[config.mk]
export PLATFORM = sky130hd
export DESIGN_NAME = swg_guard
export DESIGN_NICKNAME = d
export VERILOG_FILES = /design/src/hdl/swg_pkg.sv /design/src/hdl/swg_guard.sv /design/src/hdl/swg_timer.sv
export SDC_FILE = /design/constraint.sdc
export NUM_CORES = 1
export LEC_CHECK = 0
export BUFFER_PORTS_ARGS = -buffer_cell sky130_fd_sc_hd__buf_2
export CAP_MARGIN = 20
export CORE_MARGIN = 10
export CORE_UTILIZATION = 65
export CTS_BUF_LIST = sky130_fd_sc_hd__clkbuf_2
export DETAILED_ROUTE_END_ITERATION = 6
export HOLD_SLACK_MARGIN = 0.06
export PLACE_DENSITY = 0.91
export SLEW_MARGIN = 20
export SYNTH_ARGS = -nofsm -noshare
export SYNTH_HDL_FRONTEND = slang
export SYNTH_HIERARCHICAL = 1
export SYNTH_SLANG_ARGS = --single-unit
export TNS_END_PERCENT = 30
[constraint.sdc]
create_clock -name clock -period 2.6 [get_ports clock]
set_input_delay 0.13 -clock clock [delete_from_list [all_inputs] [get_ports clock]]
set_output_delay 0.13 -clock clock [all_outputs]
set_load 0.02 [all_outputs]
[src/hdl/swg_pkg.sv]
// Purpose: shared constants and types for the supply window guard
// Assumes: 200 MHz clock
// Notes:   debounce interval is 20 ms nominal, 10 ms to 34 ms allowed
package swg_pkg;

   // -----------------------------------------------------------------
   // timing
   // -----------------------------------------------------------------
   localparam int unsigned CLK_FREQ_HZ      = 200_000_000;
   localparam int unsigned DEB_TIME_MS      = 20;
   localparam int unsigned DEB_MIN_MS       = 10;
   localparam int unsigned DEB_MAX_MS       = 34;
   localparam int unsigned DEB_CYCLES       = (CLK_FREQ_HZ / 1000) * DEB_TIME_MS;
   localparam int unsigned DEB_MIN_CYCLES   = (CLK_FREQ_HZ / 1000) * DEB_MIN_MS;
   localparam int unsigned DEB_MAX_CYCLES   = (CLK_FREQ_HZ / 1000) * DEB_MAX_MS;
   localparam int unsigned CNT_W            = 24;
   localparam logic [CNT_W-1:0] CNT_RESET   = 24'h000000;

   // -----------------------------------------------------------------
   // state and carriers
   // -----------------------------------------------------------------
   typedef enum logic [1:0] {
      ST_LOCKOUT = 2'b00,
      ST_DEBOUNCE = 2'b01,
      ST_ON      = 2'b10
   } swg_state_type;

   typedef struct packed {
      logic low_trip_lockout;
      logic high_trip_lockout;
   } swg_trip_type;

   typedef struct packed {
      logic switch_off;
      logic fault_out;
      logic fault_oe_n;
   } swg_drive_type;

endpackage

[src/hdl/swg_guard.sv]
// Purpose: supervisory state machine for an input supply protector
// Assumes: trip inputs come from comparators, synchronous to clock
// Notes:   srst stands for the power-up condition
`timescale 1ns/1ps
module swg_guard #(
   parameter int unsigned DEB_LIMIT = swg_pkg::DEB_CYCLES
) (
   input  wire logic                  clock,
   input  wire logic                  srst,
   input  wire swg_pkg::swg_trip_type trip,
   output swg_pkg::swg_drive_type     drive,
   output swg_pkg::swg_state_type     state
);
   import swg_pkg::*;

   // -----------------------------------------------------------------
   // declarations
   // -----------------------------------------------------------------
   swg_state_type state_reg;
   swg_state_type state_next;
   logic          in_window;
   logic          timer_run;
   logic          timer_done;
   logic          switch_off_reg;
   logic          fault_oe_n_reg;

   // strictly inside: neither comparator tripped
   assign in_window = !trip.low_trip_lockout && !trip.high_trip_lockout;
   assign timer_run = (state_reg == ST_DEBOUNCE) && in_window;

   // -----------------------------------------------------------------
   // debounce timer
   // -----------------------------------------------------------------
   swg_timer #(
      .LIMIT (DEB_LIMIT)
   ) u_timer (
      .clock (clock),
      .srst  (srst),
      .run   (timer_run),
      .done  (timer_done)
   );

   // -----------------------------------------------------------------
   // state machine
   // -----------------------------------------------------------------
   // next state; excursions win over everything
   always_comb begin
      state_next = state_reg;
      case (state_reg)
         ST_LOCKOUT: begin
            if (in_window) begin
               state_next = ST_DEBOUNCE;
            end
         end
         ST_DEBOUNCE: begin
            if (!in_window) begin
               state_next = ST_LOCKOUT;
            end else if (timer_done) begin
               state_next = ST_ON;
            end
         end
         ST_ON: begin
            if (!in_window) begin
               state_next = ST_LOCKOUT;
            end
         end
         default: begin
            state_next = ST_LOCKOUT;
         end
      endcase
   end

   // state register; power-up lands in lockout
   always_ff @(posedge clock) begin
      if (srst) begin
         state_reg <= ST_LOCKOUT;
      end else begin
         state_reg <= state_next;
      end
   end

   // -----------------------------------------------------------------
   // output drives
   // -----------------------------------------------------------------
   // registered from state_next so an excursion shows one edge later,
   // the fastest a registered output can react
   always_ff @(posedge clock) begin
      if (srst) begin
         switch_off_reg <= 1'b1;
      end else begin
         switch_off_reg <= (state_next != ST_ON);
      end
   end

   // open-drain fault: enable low pulls the line low while normal
   always_ff @(posedge clock) begin
      if (srst) begin
         fault_oe_n_reg <= 1'b1;
      end else begin
         fault_oe_n_reg <= (state_next != ST_ON);
      end
   end

   assign drive.switch_off = switch_off_reg;
   assign drive.fault_out  = 1'b0;
   assign drive.fault_oe_n = fault_oe_n_reg;
   assign state            = state_reg;

   // -----------------------------------------------------------------
   // assertions
   // -----------------------------------------------------------------
   logic [CNT_W-1:0] win_cnt_reg;

   // helper: cycles since the window was entered
   always_ff @(posedge clock) begin
      if (srst || !in_window) begin
         win_cnt_reg <= CNT_RESET;
      end else if (win_cnt_reg != {CNT_W{1'b1}}) begin
         win_cnt_reg <= win_cnt_reg + 1'b1;
      end
   end

   a_reset_outputs_high: assert property (
      @(posedge clock) srst |=> (drive.switch_off && drive.fault_oe_n))
      else $error("outputs not high after power-up");

   a_excursion_kills: assert property (
      @(posedge clock) disable iff (srst) !in_window |=> drive.switch_off && drive.fault_oe_n)
      else $error("excursion did not force both outputs high");

   a_fault_holds_off: assert property (
      @(posedge clock) disable iff (srst)
      (!in_window)[*2] |-> drive.switch_off)
      else $error("switch drive dropped during a fault");

   a_on_drives_low: assert property (
      @(posedge clock) disable iff (srst)
      (state_reg == ST_ON) && in_window |=> !drive.switch_off)
      else $error("switch drive high in on state");

   a_deb_not_early: assert property (
      @(posedge clock) disable iff (srst)
      $fell(drive.switch_off) |-> ($past(win_cnt_reg) >= CNT_W'(DEB_LIMIT)))
      else $error("switch turned on before debounce interval");

   a_deb_not_late: assert property (
      @(posedge clock) disable iff (srst)
      (win_cnt_reg == CNT_W'(DEB_LIMIT + 2)) |-> !drive.switch_off)
      else $error("switch not on after debounce interval");

   a_restart_timer: assert property (
      @(posedge clock) disable iff (srst)
      (state_reg == ST_DEBOUNCE) && !in_window |=> (state_reg == ST_LOCKOUT))
      else $error("debounce not abandoned on excursion");

   a_fault_tracks: assert property (
      @(posedge clock) disable iff (srst)
      drive.fault_oe_n == drive.switch_off)
      else $error("fault indication disagrees with switch drive");

   a_open_drain: assert property (
      @(posedge clock) disable iff (srst) drive.fault_out == 1'b0)
      else $error("fault output would drive high");

   // flag must sink the line whenever the on state holds in window
   a_flag_normal: assert property (
      @(posedge clock) disable iff (srst)
      (state_reg == ST_ON) && in_window |=> !drive.fault_oe_n)
      else $error("fault line released in normal operation");

   // no path may skip the debounce wait
   a_lockout_no_on: assert property (
      @(posedge clock) disable iff (srst)
      (state_reg == ST_LOCKOUT) |=> (state_reg != ST_ON))
      else $error("lockout jumped straight to on");

   // on state only follows an in-window cycle
   a_on_needs_window: assert property (
      @(posedge clock) disable iff (srst)
      (state_reg == ST_ON) |-> $past(in_window))
      else $error("on state held across an excursion");

   // the gate only turns off on an excursion or a power-up
   a_no_spurious_off: assert property (
      @(posedge clock) disable iff (srst)
      $rose(drive.switch_off) |-> $past(!in_window || srst))
      else $error("switch drive rose with supply in window");

   // encoding 2'b11 is never reached, so no state escapes the excursion check
   a_state_legal: assert property (
      @(posedge clock) disable iff (srst)
      state_reg inside {ST_LOCKOUT, ST_DEBOUNCE, ST_ON})
      else $error("state register left the legal codes");

   // power-up leaves the machine in lockout
   a_srst_lockout: assert property (
      @(posedge clock) srst |=> (state_reg == ST_LOCKOUT))
      else $error("state not lockout after power-up");

   // -----------------------------------------------------------------
   // cover properties
   // -----------------------------------------------------------------
   // first turn-on, aborted count, trip from on, reset from on, both trips
   c_power_on: cover property (
      @(posedge clock) disable iff (srst) $fell(drive.switch_off));
   c_deb_abort: cover property (
      @(posedge clock) disable iff (srst)
      (state_reg == ST_DEBOUNCE) ##1 (state_reg == ST_LOCKOUT));
   c_on_trip: cover property (
      @(posedge clock) disable iff (srst)
      (state_reg == ST_ON) ##1 (state_reg == ST_LOCKOUT));
   c_reset_from_on: cover property (
      @(posedge clock) (state_reg == ST_ON) && srst);
   c_both_trips: cover property (
      @(posedge clock) disable iff (srst)
      trip.low_trip_lockout && trip.high_trip_lockout);

endmodule

[src/hdl/swg_timer.sv]
// Purpose: debounce timer for the supply window guard
// Assumes: run is held high while counting; a low run clears the count
// Notes:   done is a level that stays high while run holds once the limit is reached
`timescale 1ns/1ps
module swg_timer #(
   parameter int unsigned LIMIT = swg_pkg::DEB_CYCLES
) (
   input  wire logic clock,
   input  wire logic srst,
   input  wire logic run,
   output logic      done
);
   import swg_pkg::*;

   localparam logic [CNT_W-1:0] LAST = CNT_W'(LIMIT - 1);

   logic [CNT_W-1:0] count_reg;

   // -----------------------------------------------------------------
   // counter
   // -----------------------------------------------------------------
   // a dropped run throws the partial count away
   always_ff @(posedge clock) begin
      if (srst || !run) begin
         count_reg <= CNT_RESET;
      end else if (count_reg != LAST) begin
         count_reg <= count_reg + 1'b1;
      end
   end

   assign done = run && (count_reg == LAST);

endmodule

* After elaboration in Yosys (flattened, before gate mapping)
Cells that the tools add are included.
** Storage, ports and cells
- Input port bits :: 4
- Word-level logic and storage cells :: 22
- Register bits after elaboration :: 27
** Cells by class
- Reduce and logical (&&, ||, !) cells :: 8
- Mux-type cells :: 5
- Equality and inequality tests :: 5
- $add $sub $neg :: 1
** Operators by type and width (count)
- $add A24 B1 Y24 const B :: 1
- $eq A24 B22 Y1 const B :: 1
- $ne A24 B22 Y1 const B :: 1
- $mux W2 :: 4
- $pmux W2 S3 :: 1
- $logic_and A1 B1 Y1 :: 3
- $logic_not A1 Y1 :: 3
- $eq A2 B1 Y1 const B :: 1
- $eq A2 B2 Y1 const B :: 1
- $logic_not A2 Y1 :: 1
- $ne A2 B2 Y1 const B :: 1
- $logic_or A1 B1 Y1 :: 1

* Logic depth before layout (Yosys ltp)
Gate-level depths: netlist of run 1.
- Depth in word-level cells :: 8
- Gate-level depth with buffers :: 8

* Cells and area by module
Netlist of run 1, hierarchy kept.
** Modules (own cells, without submodules)
- swg_timer :: area each 1164.9 um^2, times used 1, cells an instance 141
- swg_guard :: area each 142.6 um^2, times used 1, cells an instance 15

* Least setup slack after synthesis of run 1
Ideal clock, no wire load.
- Kind :: reg-to-reg
- Start :: register u_timer.count_reg[0]
- End :: register u_timer.count_reg[20]
- Arrival time :: 1.683 ns
- Required time :: 2.529 ns
- Path slack :: 0.847 ns
- Cell stages (with the launch flop) :: 7
- Period minus slack after synthesis :: 1.753 ns
- Cell sequence :: dfxtp_1 > ha_1 > and3_1 > clkbuf_1 > nand2_1 > or4_1 > a21oi_1
** Between the ends
- Word-level cells in the longest chain between the ends :: 1
- Elaborated cells on any way between the ends :: 2
- Classes of those cells :: add/sub (1); eq/ne (1)
** RTL lines
- from (decl) :: line swg_timer.sv:17 : logic [CNT_W-1:0] count_reg;
- from (signal assigned) :: line swg_timer.sv:27 : count_reg <= count_reg + 1'b1;
- $add A24 B1 Y24 / $ne A24 B22 Y1 (equally long branches) :: line swg_timer.sv:27, swg_timer.sv:26
Parallel ways exist; a longest one is shown, timed or not.
A chain may end at the register's enable or synchronous reset.

* Worst setup path in the final report of run 1
- Start :: register u_timer.count_reg[11]
- End :: register state_reg[0], in the netlist state[0]
** Between the ends
- Word-level cells in the longest chain between the ends :: 5
** RTL lines
- $eq A24 B22 Y1 :: line swg_timer.sv:31 : assign done = run && (count_reg == LAST);
- $logic_and A1 B1 Y1 :: line swg_timer.sv:31
- via timer_done :: line swg_guard.sv:23 : logic timer_done;
- $mux W2 :: line swg_guard.sv:58 : end else if (timer_done) begin
- $mux W2 :: line swg_guard.sv:56 : if (!in_window) begin
- $pmux W2 S3 :: line swg_guard.sv:49 : case (state_reg)
- to (signal assigned) :: line swg_guard.sv:78 : state_reg <= state_next;
- to (decl) :: line swg_guard.sv:19 : swg_state_type state_reg;
The timed path passes the listed nets, and every way through them passes these cells.

==> out/qor.csv, run 1 <==
stage,metric,value,unit
clocking,cts_sinks,27,
drt,avgViaCountPerCell,6.54,
timing,layout_min_cycle_time,2.39,ns
grt,grt_pass1_vias,1212,
placed_design,globalplace.congestion,0.813,
worst_setup_path,cp.required,2.85,ns
die,core_area,1940,um2
power,p_int,464,uW
worst_setup_path,cp-start-kind,register,
die,die_w,64.9,um
logic_synthesis,asyncSetResetFlopFracSynth,0,%
power,powerDensity,422,nW/um2
timing,drv_slew,0,
power,finalPower,588,uW
finish,fillers,156,
grt,grtUsageTotal,14.4,%
logic_synthesis,synthTopCellsByCount,"dfxtp_1, a21oi_1, nand3_1",
grt,grt_max_degree,22,
die,pin_count,9,
die,die_y,64.9,um
power,ir_drop,322,uV
finish,layout.nets,168,
die,placement_rows,16,
clocking,clk_latency,0.34,ns
drt,drc,0,
logic_synthesis,syn_area_per_cell,8.38,um2
finish,finish.instance_area,1400,um2
finish,stdcell_count,189,
logic_synthesis,synthMostInstantiatedCell,dfxtp_1,
clocking,cts_max_path_buffers,2,
timing,finClkSkew,0.0192,ns
finish,largest_reg_flops,24,
logic_synthesis,seq_area_frac_synth,41.3,%
power,power_frac_comb,2.6,%
logic_synthesis,synth_top_area_share,41.3,%
die,initial_core_util,67.3,%
placed_design,placed_cell_area,1330,um2
logic_synthesis,synthesis.nets,161,
timing,period_share,91.9,%
finish,syn_to_final_growth,6.70,%
drt,firstDrtPassIters,4,
clocking,cts.htree.levels,1,
power,clkPwrFrac,26.5,%
worst_setup_path,cp.arrival,2.64,ns
grt,grt_antenna_before_repair,0,
timing,final-setup-viol-count,0,
timing,rsz0062_at_grt,no,
power,switching_share,21.1,%
clocking,clock-root-buffer,clkbuf_2,
logic_synthesis,ys_ff_latch,27,
die,die_area,4210,um2
placed_design,placedCellCount,181,
flow_run,maxCapViolCount,0,
power,p_sw,124,uW
hold_path,hp-class,input port to register,
logic_synthesis,synth_ff_type,dfxtp_1,
grt,grt_pass1_wl,5200,um
power,p_leak,0.429,nW
drt,wl,3000,um
logic_synthesis,synth_area_leaders,"dfxtp_1, a21oi_1, nand3_1",
placed_design,io_buffer_count,7,
drt,ant_nets,0,
finish,antennaDiodeCount,0,
logic_synthesis,synth_cell_type_count,38,
timing,finalHoldViolCount,0,
worst_setup_path,endpoint_kind,register,
worst_setup_path,critPathMaxFanout,7,
timing,fmax,418,MHz
timing,tns,0,ns
drt,drt_iter0_drc,100,
worst_setup_path,crit_type,register to register,
outcome,status,"complete, no violations",
logic_synthesis,synth_edf_count,0,
placed_design,dp_hpwl,2050,um
clocking,cts_tree,yes,
drt,vias,1237,
logic_synthesis,yosys.area.top_type,dfxtp_1,
logic_synthesis,yosys_warnings,6,
logic_synthesis,synthCells,156,
clocking,clk_pin_slew,0.25,ns
clocking,cts-buffers-inserted,3,
grt,overflow,0,
drt,avgRoutedWirePerCell,15.9,um
logic_synthesis,synth_area,1310,um2
power,p_seq_share,70.9,%
finish,drive_above_1_share,9.88,%
## per-layer routing
layer,vias up,share of wire (%),track usage [%],wire [um]
li1,604,-,-,-
met1,592,43,16.7,1280
met2,35,50,25.1,1510
met3,6,5.4,3.44,162
met4,0,1.6,5.08,49
met5,-,0,0,0
## power by group through the flow
stage	combinational (mW)	sequential [mW]	clock [mW]
2_1_floorplan	0.00586	0.425	0
3_3_place_gp	0.0101	0.424	0
3_5_place_dp	0.0104	0.425	0
4_1_cts	0.0144	0.417	0.160
5_1_grt	0.0165	0.418	0.176
6_report	0.0152	0.417	0.156
## final timing paths
path,start,to,slack [ns],cells after the start
worst max register to register,u_timer/count_reg[11],state[0],0.21,7
worst max-delay path,u_timer/count_reg[11],state[0],0.21,7
worst min-delay path,srst,u_timer/count_reg[12],0.13,4
worst min register to register,u_timer/count_reg[23],u_timer/count_reg[23],0.51,2
## cell families (layout without fill, tap and decap cells)
| group | count (synthesis) | after routing | share of synthesized area, % |
|---|---|---|---|
| flops | 27 | 27 | 41.3 |
| compound gates | 41 | 41 | 18.1 |
| buf+inv | 12 | 18 | 4.50 |
| simple gates | 70 | 70 | 32.2 |
| other cells | 1 | 1 | 0.287 |
| xor+xnor | 4 | 4 | 2.68 |
| fa+ha+maj | 1 | 1 | 0.957 |
## critical path, cell delays in order (launching register included)
cell	delay, ns
dfxtp_1	0.48
nor4bb_1	0.41
and4b_1	0.37
nand2_2	0.14
nor2_1	0.14
a21oi_1	0.08
nor4b_1	0.14
dlygate4sd3_1	0.54
## per-stage QoR
stage,worst slack (ns),utilization [%],hold WS [ns]
2_1_floorplan,0.847,-,0.207
3_3_place_gp,0.752,68.6,0.326
3_5_place_dp,0.672,68.6,0.336
4_1_cts,0.229,71.7,0.104
5_1_grt,0.0467,71.8,0.128
6_report,0.209,71.8,0.129
## what timing repair did
action / 4_1_cts / 5_1_grt
buffers inserted: 0 / 0
gates resized for setup: 0 / 1
hold buffers: 4 / 0
endpoints found under the hold margin: 3 / 0
endpoints found under the setup margin: 0 / 1
## area by class of cell
class | instances | area, um2 | area share [%]
multi-input combinational | 117 | 711 | 50.9
timing repair buffer | 12 | 82.6 | 5.92
tap | 27 | 33.8 | 2.42
sequential | 27 | 541 | 38.7
clock buffer | 4 | 20.0 | 1.43
inverter | 2 | 7.51 | 0.538
## layout by cell type (no fill, tap or decap), types with 5 or more instances in the layout
cell	n
or4_1	6
nor2_1	8
o31ai_1	5
o21ai_0	10
buf_2	7
a21oi_1	15
nand3_1	11
or3_1	5
dfxtp_1	27
nand2_1	8
and3_1	5
Power figures use the tool's default switching activity.
==> run 2, diff against run 1 <==
- CORE_UTILIZATION: 65 -> 55
- HOLD_SLACK_MARGIN: 0.06 -> not set
- PLACE_DENSITY: 0.91 -> 0.82
- SYNTH_HIERARCHICAL: 1 -> not set
- clock period: 2.6 -> 2.03 ns (I/O delays scaled with it)
==> run 2 against run 1 <==
Against the previous run:
- combinational power shrank 13%
- critical path type unchanged
- utilization shrank 10 points
- total power grew 29%
- maximum frequency grew 28%
- non-clock buffer count shrank 1
- first-iteration DRC count shrank 34%
- global-route usage shrank 3.9 points
- sequential cell count is the same
- clock-buffer cell count is the same
==> out/qor.csv, run 2 <==
stage,metric,value,unit
die,die_y,69.4,um
grt,grt_antenna_before_repair,0,
worst_setup_path,r2r-start,u_timer.count_reg[8],
worst_setup_path,timing.rr.end,u_timer.count_reg[5],
grt,grt_pass1_vias,1122,
finish,largest_reg_flops,24,
drt,vias,1123,
outcome,status,"complete, no violations",
drt,avgViaCountPerCell,6.07,
die,die_w,69.4,um
grt,grt_max_degree,18,
timing,period_share,92.1,%
die,initial_core_util,58.9,%
finish,layout_commonest_cell,dfxtp_1,
clocking,cts.htree.levels,1,
clocking,cts_tree,yes,
worst_setup_path,critPathMaxFanout,9,
worst_setup_path,cp-start-kind,register,
drt,firstDrtPassIters,4,
drt,drc,0,
die,placement_rows,17,
flow_run,maxCapViolCount,0,
finish,syn_to_final_growth,4.94,%
die,die_area,4810,um2
clocking,cts-buffers-inserted,3,
logic_synthesis,synth_top_area_share,40.3,%
logic_synthesis,synthCells,152,
logic_synthesis,synthMostInstantiatedCell,dfxtp_1,
worst_setup_path,crit_type,register to register,
logic_synthesis,synth_area,1340,um2
timing,fmax,535,MHz
hold_path,min_to,state[0],
logic_synthesis,synth_cell_type_count,44,
logic_synthesis,asyncSetResetFlopFracSynth,0,%
hold_path,hp-class,input port to register,
logic_synthesis,syn_area_per_cell,8.82,um2
worst_setup_path,endpoint_kind,register,
worst_setup_path,reg2regPathDepth,4,
placed_design,io_buffer_count,7,
drt,maxUsedRoutingLayer,met4,
hold_path,hold-path-cell-count,3,
power,finalPower,756,uW
timing,finClkSkew,0.0104,ns
logic_synthesis,yosys_warnings,0,
logic_synthesis,ys_ff_latch,27,
grt,grt_pass1_wl,4620,um
drt,drt_iter0_drc,66,
drt,wl_met3,87,um
logic_synthesis,seq_area_frac_synth,40.3,%
timing,worst_slew_pin_slew,0.504,ns
clocking,clk_latency,0.36,ns
finish,antennaDiodeCount,0,
die,pin_count,9,
logic_synthesis,synthesis.nets,157,
clocking,cts_max_path_buffers,2,
finish,drive_above_1_share,17.2,%
power,powerDensity,537,nW/um2
grt,grtUsageTotal,10.5,%
clocking,cts_sinks,27,
worst_setup_path,cp.required,2.30,ns
logic_synthesis,synth_area_leaders,"dfxtp_1, a21oi_1, o21ai_0",
timing,rsz0062_at_grt,no,
clocking,ctsHoldBuffers,0,
worst_setup_path,r2r_slack,0.16,ns
timing,layout_min_cycle_time,1.87,ns
drt,wl,2520,um
logic_synthesis,synth_edf_count,0,
timing,whs,0.0326,ns
drt,met2WireLength,1200,um
worst_setup_path,cp.arrival,2.14,ns
finish,fillers,192,
clocking,clk_pin_slew,0.23,ns
finish,layout.nets,163,
logic_synthesis,synthTopCellsByCount,"dfxtp_1, a21oi_1, nand2_1, o21ai_0, nand3_1",
die,core_area,2280,um2
timing,relSlewSlack,66.1,%
drt,avgRoutedWirePerCell,13.6,um
finish,final_cell_mix,"dfxtp_1, a21oi_1, nand2_1, o21ai_0",
drt,wl_met1,1210,um
logic_synthesis,yosys.area.top_type,dfxtp_1,
timing,tns,0,ns
clocking,clock-root-buffer,clkbuf_2,
timing,drv_slew,0,
grt,overflow,0,
drt,ant_nets,0,
placed_design,dp_hpwl,1850,um
timing,final-setup-viol-count,0,
hold_path,hold_start,srst,
logic_synthesis,synth_ff_type,dfxtp_1,
power,p_leak,0.419,nW
placed_design,globalplace.congestion,0.790,
timing,finalHoldViolCount,0,
finish,post-route-util,61.8,%
power,ir_drop,422,uV
## run 2: cell count changes after synthesis, sizes merged, moves of 2 or more
cell    change
and3        -2
and4        +2
mux2i       +3
nand2       +4
nand2b      +2
nand3       -4
nand4b      -3
nor2        -4
nor4b       -2
or3         +2
or4b        +2
## run 2: layout make-up
cell class	count	area, um2	share of cell area [%]
multi-input cells	112	736	52.3
repair buffers	11	65.1	4.62
inverters	3	11.3	0.800
well taps	28	35.0	2.49
flip-flops and latches	27	541	38.4
clock buffers	4	20.0	1.42
## run 2: repair_timing
item,4_1_cts,5_1_grt
resized for setup,0,0
buffers inserted,0,1
endpoints found under the setup margin,0,1
## run 2: how the worst max path moves through the flow
stage,start,to,slack (ns),cells past startpoint
after CTS,u_timer.count_reg[12],u_timer.count_reg[22],0.16,4
after floorplan,u_timer.count_reg[8],fault_oe_n_reg,0.27,4
after global routing,u_timer.count_reg[8],u_timer.count_reg[0],0.03,4
after global placement,u_timer.count_reg[8],fault_oe_n_reg,0.23,4
final,u_timer.count_reg[8],u_timer.count_reg[5],0.16,4
after detailed placement,u_timer.count_reg[8],u_timer.count_reg[5],0.17,4
## run 2: cell families after synthesis
kind of cell	Yosys count	synth area share [%]
other	1	0.280
buffers and inverters	13	4.85
and+or+nand+nor	63	30.3
DFF	27	40.3
adders and majority gates	1	0.933
AOI/OAI and AO/OA	40	18.5
muxes	3	2.24
xor gates and xnor gates	4	2.61
## run 2: critical path, cell delays in order, from the launching register on
cell,delay [ns]
dfxtp_1,0.39
or4_4,0.56
nor4_4,0.53
a211oi_1,0.17
mux2i_1,0.14
## run 2: power by group
| group | internal (mW) | switching (mW) |
|---|---|---|
| registers | 0.533 | 0.00144 |
| clock network | 0.0520 | 0.157 |
| logic | 0.00485 | 0.00835 |
| total | 0.590 | 0.167 |
## run 2: stage by stage
stage / area (um2) / setup slack [ns] / instances
after floorplan: 1340 / 0.273 / 152
after global placement: 1380 / 0.226 / 180
after detailed placement: 1380 / 0.173 / 180
after CTS: 1400 / 0.161 / 184
after global routing: 1410 / 0.0344 / 185
final: 1410 / 0.161 / 185
## run 2: routing by layer
layer / up-vias / track usage (%)
met4: 0 / 4.21
met3: 2 / 2.43
met2: 16 / 17.4
met1: 527 / 12.7
li1: 578 / -
met5: - / 0
==> run 3, diff against run 2 <==
- CTS_CLUSTER_DIAMETER: not set -> 30
- MAX_ROUTING_LAYER: not set -> met4
==> run 3 against run 2 <==
Against the previous run:
- non-clock buffer count unchanged
- sequential share of layout area unchanged
- sequential cell count unchanged
- final cell count unchanged
- critical path depth unchanged
- total power about the same
- final area unchanged
- sequential power about the same
- via count unchanged
- critical endpoint unchanged
==> out/qor.csv, run 3 (synthesis gave the netlist of run 2 again) <==
stage,metric,value,unit
outcome,status,"complete, no violations",
worst_setup_path,reg2regPathDepth,4,
die,pin_count,9,
placed_design,placed_cell_area,1380,um2
placed_design,dp_hpwl,1850,um
finish,final_cell_mix,"dfxtp_1, a21oi_1, nand2_1, o21ai_0",
timing,finalHoldViolCount,0,
finish,stdcell_count,185,
worst_setup_path,crit_family,simple AND/OR/NAND/NOR gates,
die,core_area,2280,um2
drt,avgViaCountPerCell,6.07,
worst_setup_path,cp.depth,4,
timing,tns,0,ns
timing,fmax,535,MHz
hold_path,hold_start,srst,
die,placement_rows,17,
power,clkPwrFrac,27.6,%
worst_setup_path,endpoint_kind,register,
worst_setup_path,r2r-start,u_timer.count_reg[8],
finish,finish.instance_area,1410,um2
placed_design,placedCellCount,180,
grt,grt_antenna_before_repair,0,
finish,drive_above_1_share,17.2,%
worst_setup_path,path_cells,or4_4 -> nor4_4 -> a211oi_1 -> mux2i_1,
timing,setup_slack,0.161,ns
timing,finClkSkew,0.0104,ns
worst_setup_path,cp.arrival,2.14,ns
die,die_w,69.4,um
worst_setup_path,r2r_slack,0.16,ns
finish,antennaDiodeCount,0,
power,powerDensity,537,nW/um2
finish,syn_to_final_growth,4.94,%
worst_setup_path,cp.required,2.30,ns
timing,worst_slew_pin_slew,0.504,ns
power,p_int,590,uW
timing,rsz0062_at_grt,no,
drt,drc,0,
placed_design,io_buffer_count,7,
finish,fillers,192,
drt,drt_iter0_drc,39,
die,die_y,69.4,um
grt,grt_max_degree,18,
clocking,cts-buffers-inserted,3,
clocking,ctsHoldBuffers,0,
timing,layout_min_cycle_time,1.87,ns
worst_setup_path,timing.rr.end,u_timer.count_reg[5],
placed_design,globalplace.congestion,0.801,
clocking,cts_sinks,27,
clocking,cts_max_path_buffers,2,
clocking,cts.htree.levels,1,
drt,firstDrtPassIters,4,
flow_run,maxCapViolCount,0,
clocking,clock-root-buffer,clkbuf_2,
timing,relSlewSlack,66.1,%
timing,final-setup-viol-count,0,
power,p_seq_share,70.6,%
worst_setup_path,cp-start-kind,register,
drt,avgRoutedWirePerCell,13.6,um
power,p_leak,0.419,nW
finish,post-route-util,61.8,%
drt,ant_nets,0,
grt,grtUsageTotal,10.8,%
finish,layout_commonest_cell,dfxtp_1,
power,switching_share,22.0,%
worst_setup_path,cpMaxStageDelayCell,or4_4,
clocking,clk_pin_slew,0.23,ns
grt,grt_pass1_vias,1122,
worst_setup_path,cpPeakStageDelay,0.56,ns
clocking,clk_latency,0.36,ns
power,ir_drop,422,uV
finish,largest_reg_flops,24,
timing,period_share,92.1,%
timing,drv_slew,0,
worst_setup_path,crit_type,register to register,
grt,overflow,0,
worst_setup_path,worstSetupStartpoint,u_timer.count_reg[8],
grt,grt_pass1_wl,4620,um
worst_setup_path,worst-path-buf-inv,0,
finish,layout.nets,163,
power,p_sw,167,uW
drt,vias,1123,
worst_setup_path,critPathMaxFanout,9,
hold_path,hold-path-cell-count,3,
die,initial_core_util,58.9,%
hold_path,min_to,state[0],
drt,wl,2520,um
placed_design,pre_cts_slack,0.173,ns
power,power_frac_comb,1.7,%
die,die_area,4810,um2
clocking,cts_tree,yes,
hold_path,hp-class,input port to register,
run 3: cell counts in the layout (fill, tap and decap cells not counted):
Identical to the previous run, type by type.
run 3: through the flow:
step           power (mW)  hold WS (ns)
2_1_floorplan       0.552         0.295
6_report            0.757        0.0324
3_5_place_dp        0.557         0.432
4_1_cts             0.757        0.0309
5_1_grt             0.779        0.0182
3_3_place_gp        0.557         0.423
run 3: power groups by stage:
stage               clock, mW  combinational, mW  sequential (mW)
floorplan                   0            0.00765            0.545
global placement            0             0.0129            0.544
detailed placement          0             0.0132            0.544
CTS                     0.209             0.0132            0.534
global route            0.229             0.0145            0.535
finish                  0.209             0.0132            0.534
run 3: repair_timing:
| item | in CTS | in global routing |
|---|---|---|
| buffers inserted | 0 | 1 |
| resized for setup | 0 | 0 |
| endpoints found under the setup margin | 0 | 1 |
run 3: worst max path at each step:
stage and endpoint:
2_1_floorplan fault_oe_n_reg, 3_3_place_gp fault_oe_n_reg, 3_5_place_dp u_timer.count_reg[5], 4_1_cts u_timer.count_reg[22], 5_1_grt u_timer.count_reg[0], 6_report u_timer.count_reg[5]
run 3: final cells by class:
class	count	area, um2	area share (%)
clock buffers	4	20.0	1.42
inverters	3	11.3	0.800
multi-input cells	112	736	52.3
flip-flops and latches	27	541	38.4
well taps	28	35.0	2.49
repair buffers	11	65.1	4.62
run 3: worst register-to-register path, stage by stage, from the launching register on:
cell,delay [ns]
dfxtp_1,0.39
or4_4,0.56
nor4_4,0.53
a211oi_1,0.17
mux2i_1,0.14
run 3: layer usage:
layer,global-route usage (%),part of all wire [%],vias up
met5,-,0,-
met4,4.21,0.76,0
met3,2.00,2.6,2
met2,17.4,48,16
met1,12.9,49,527
li1,-,-,578
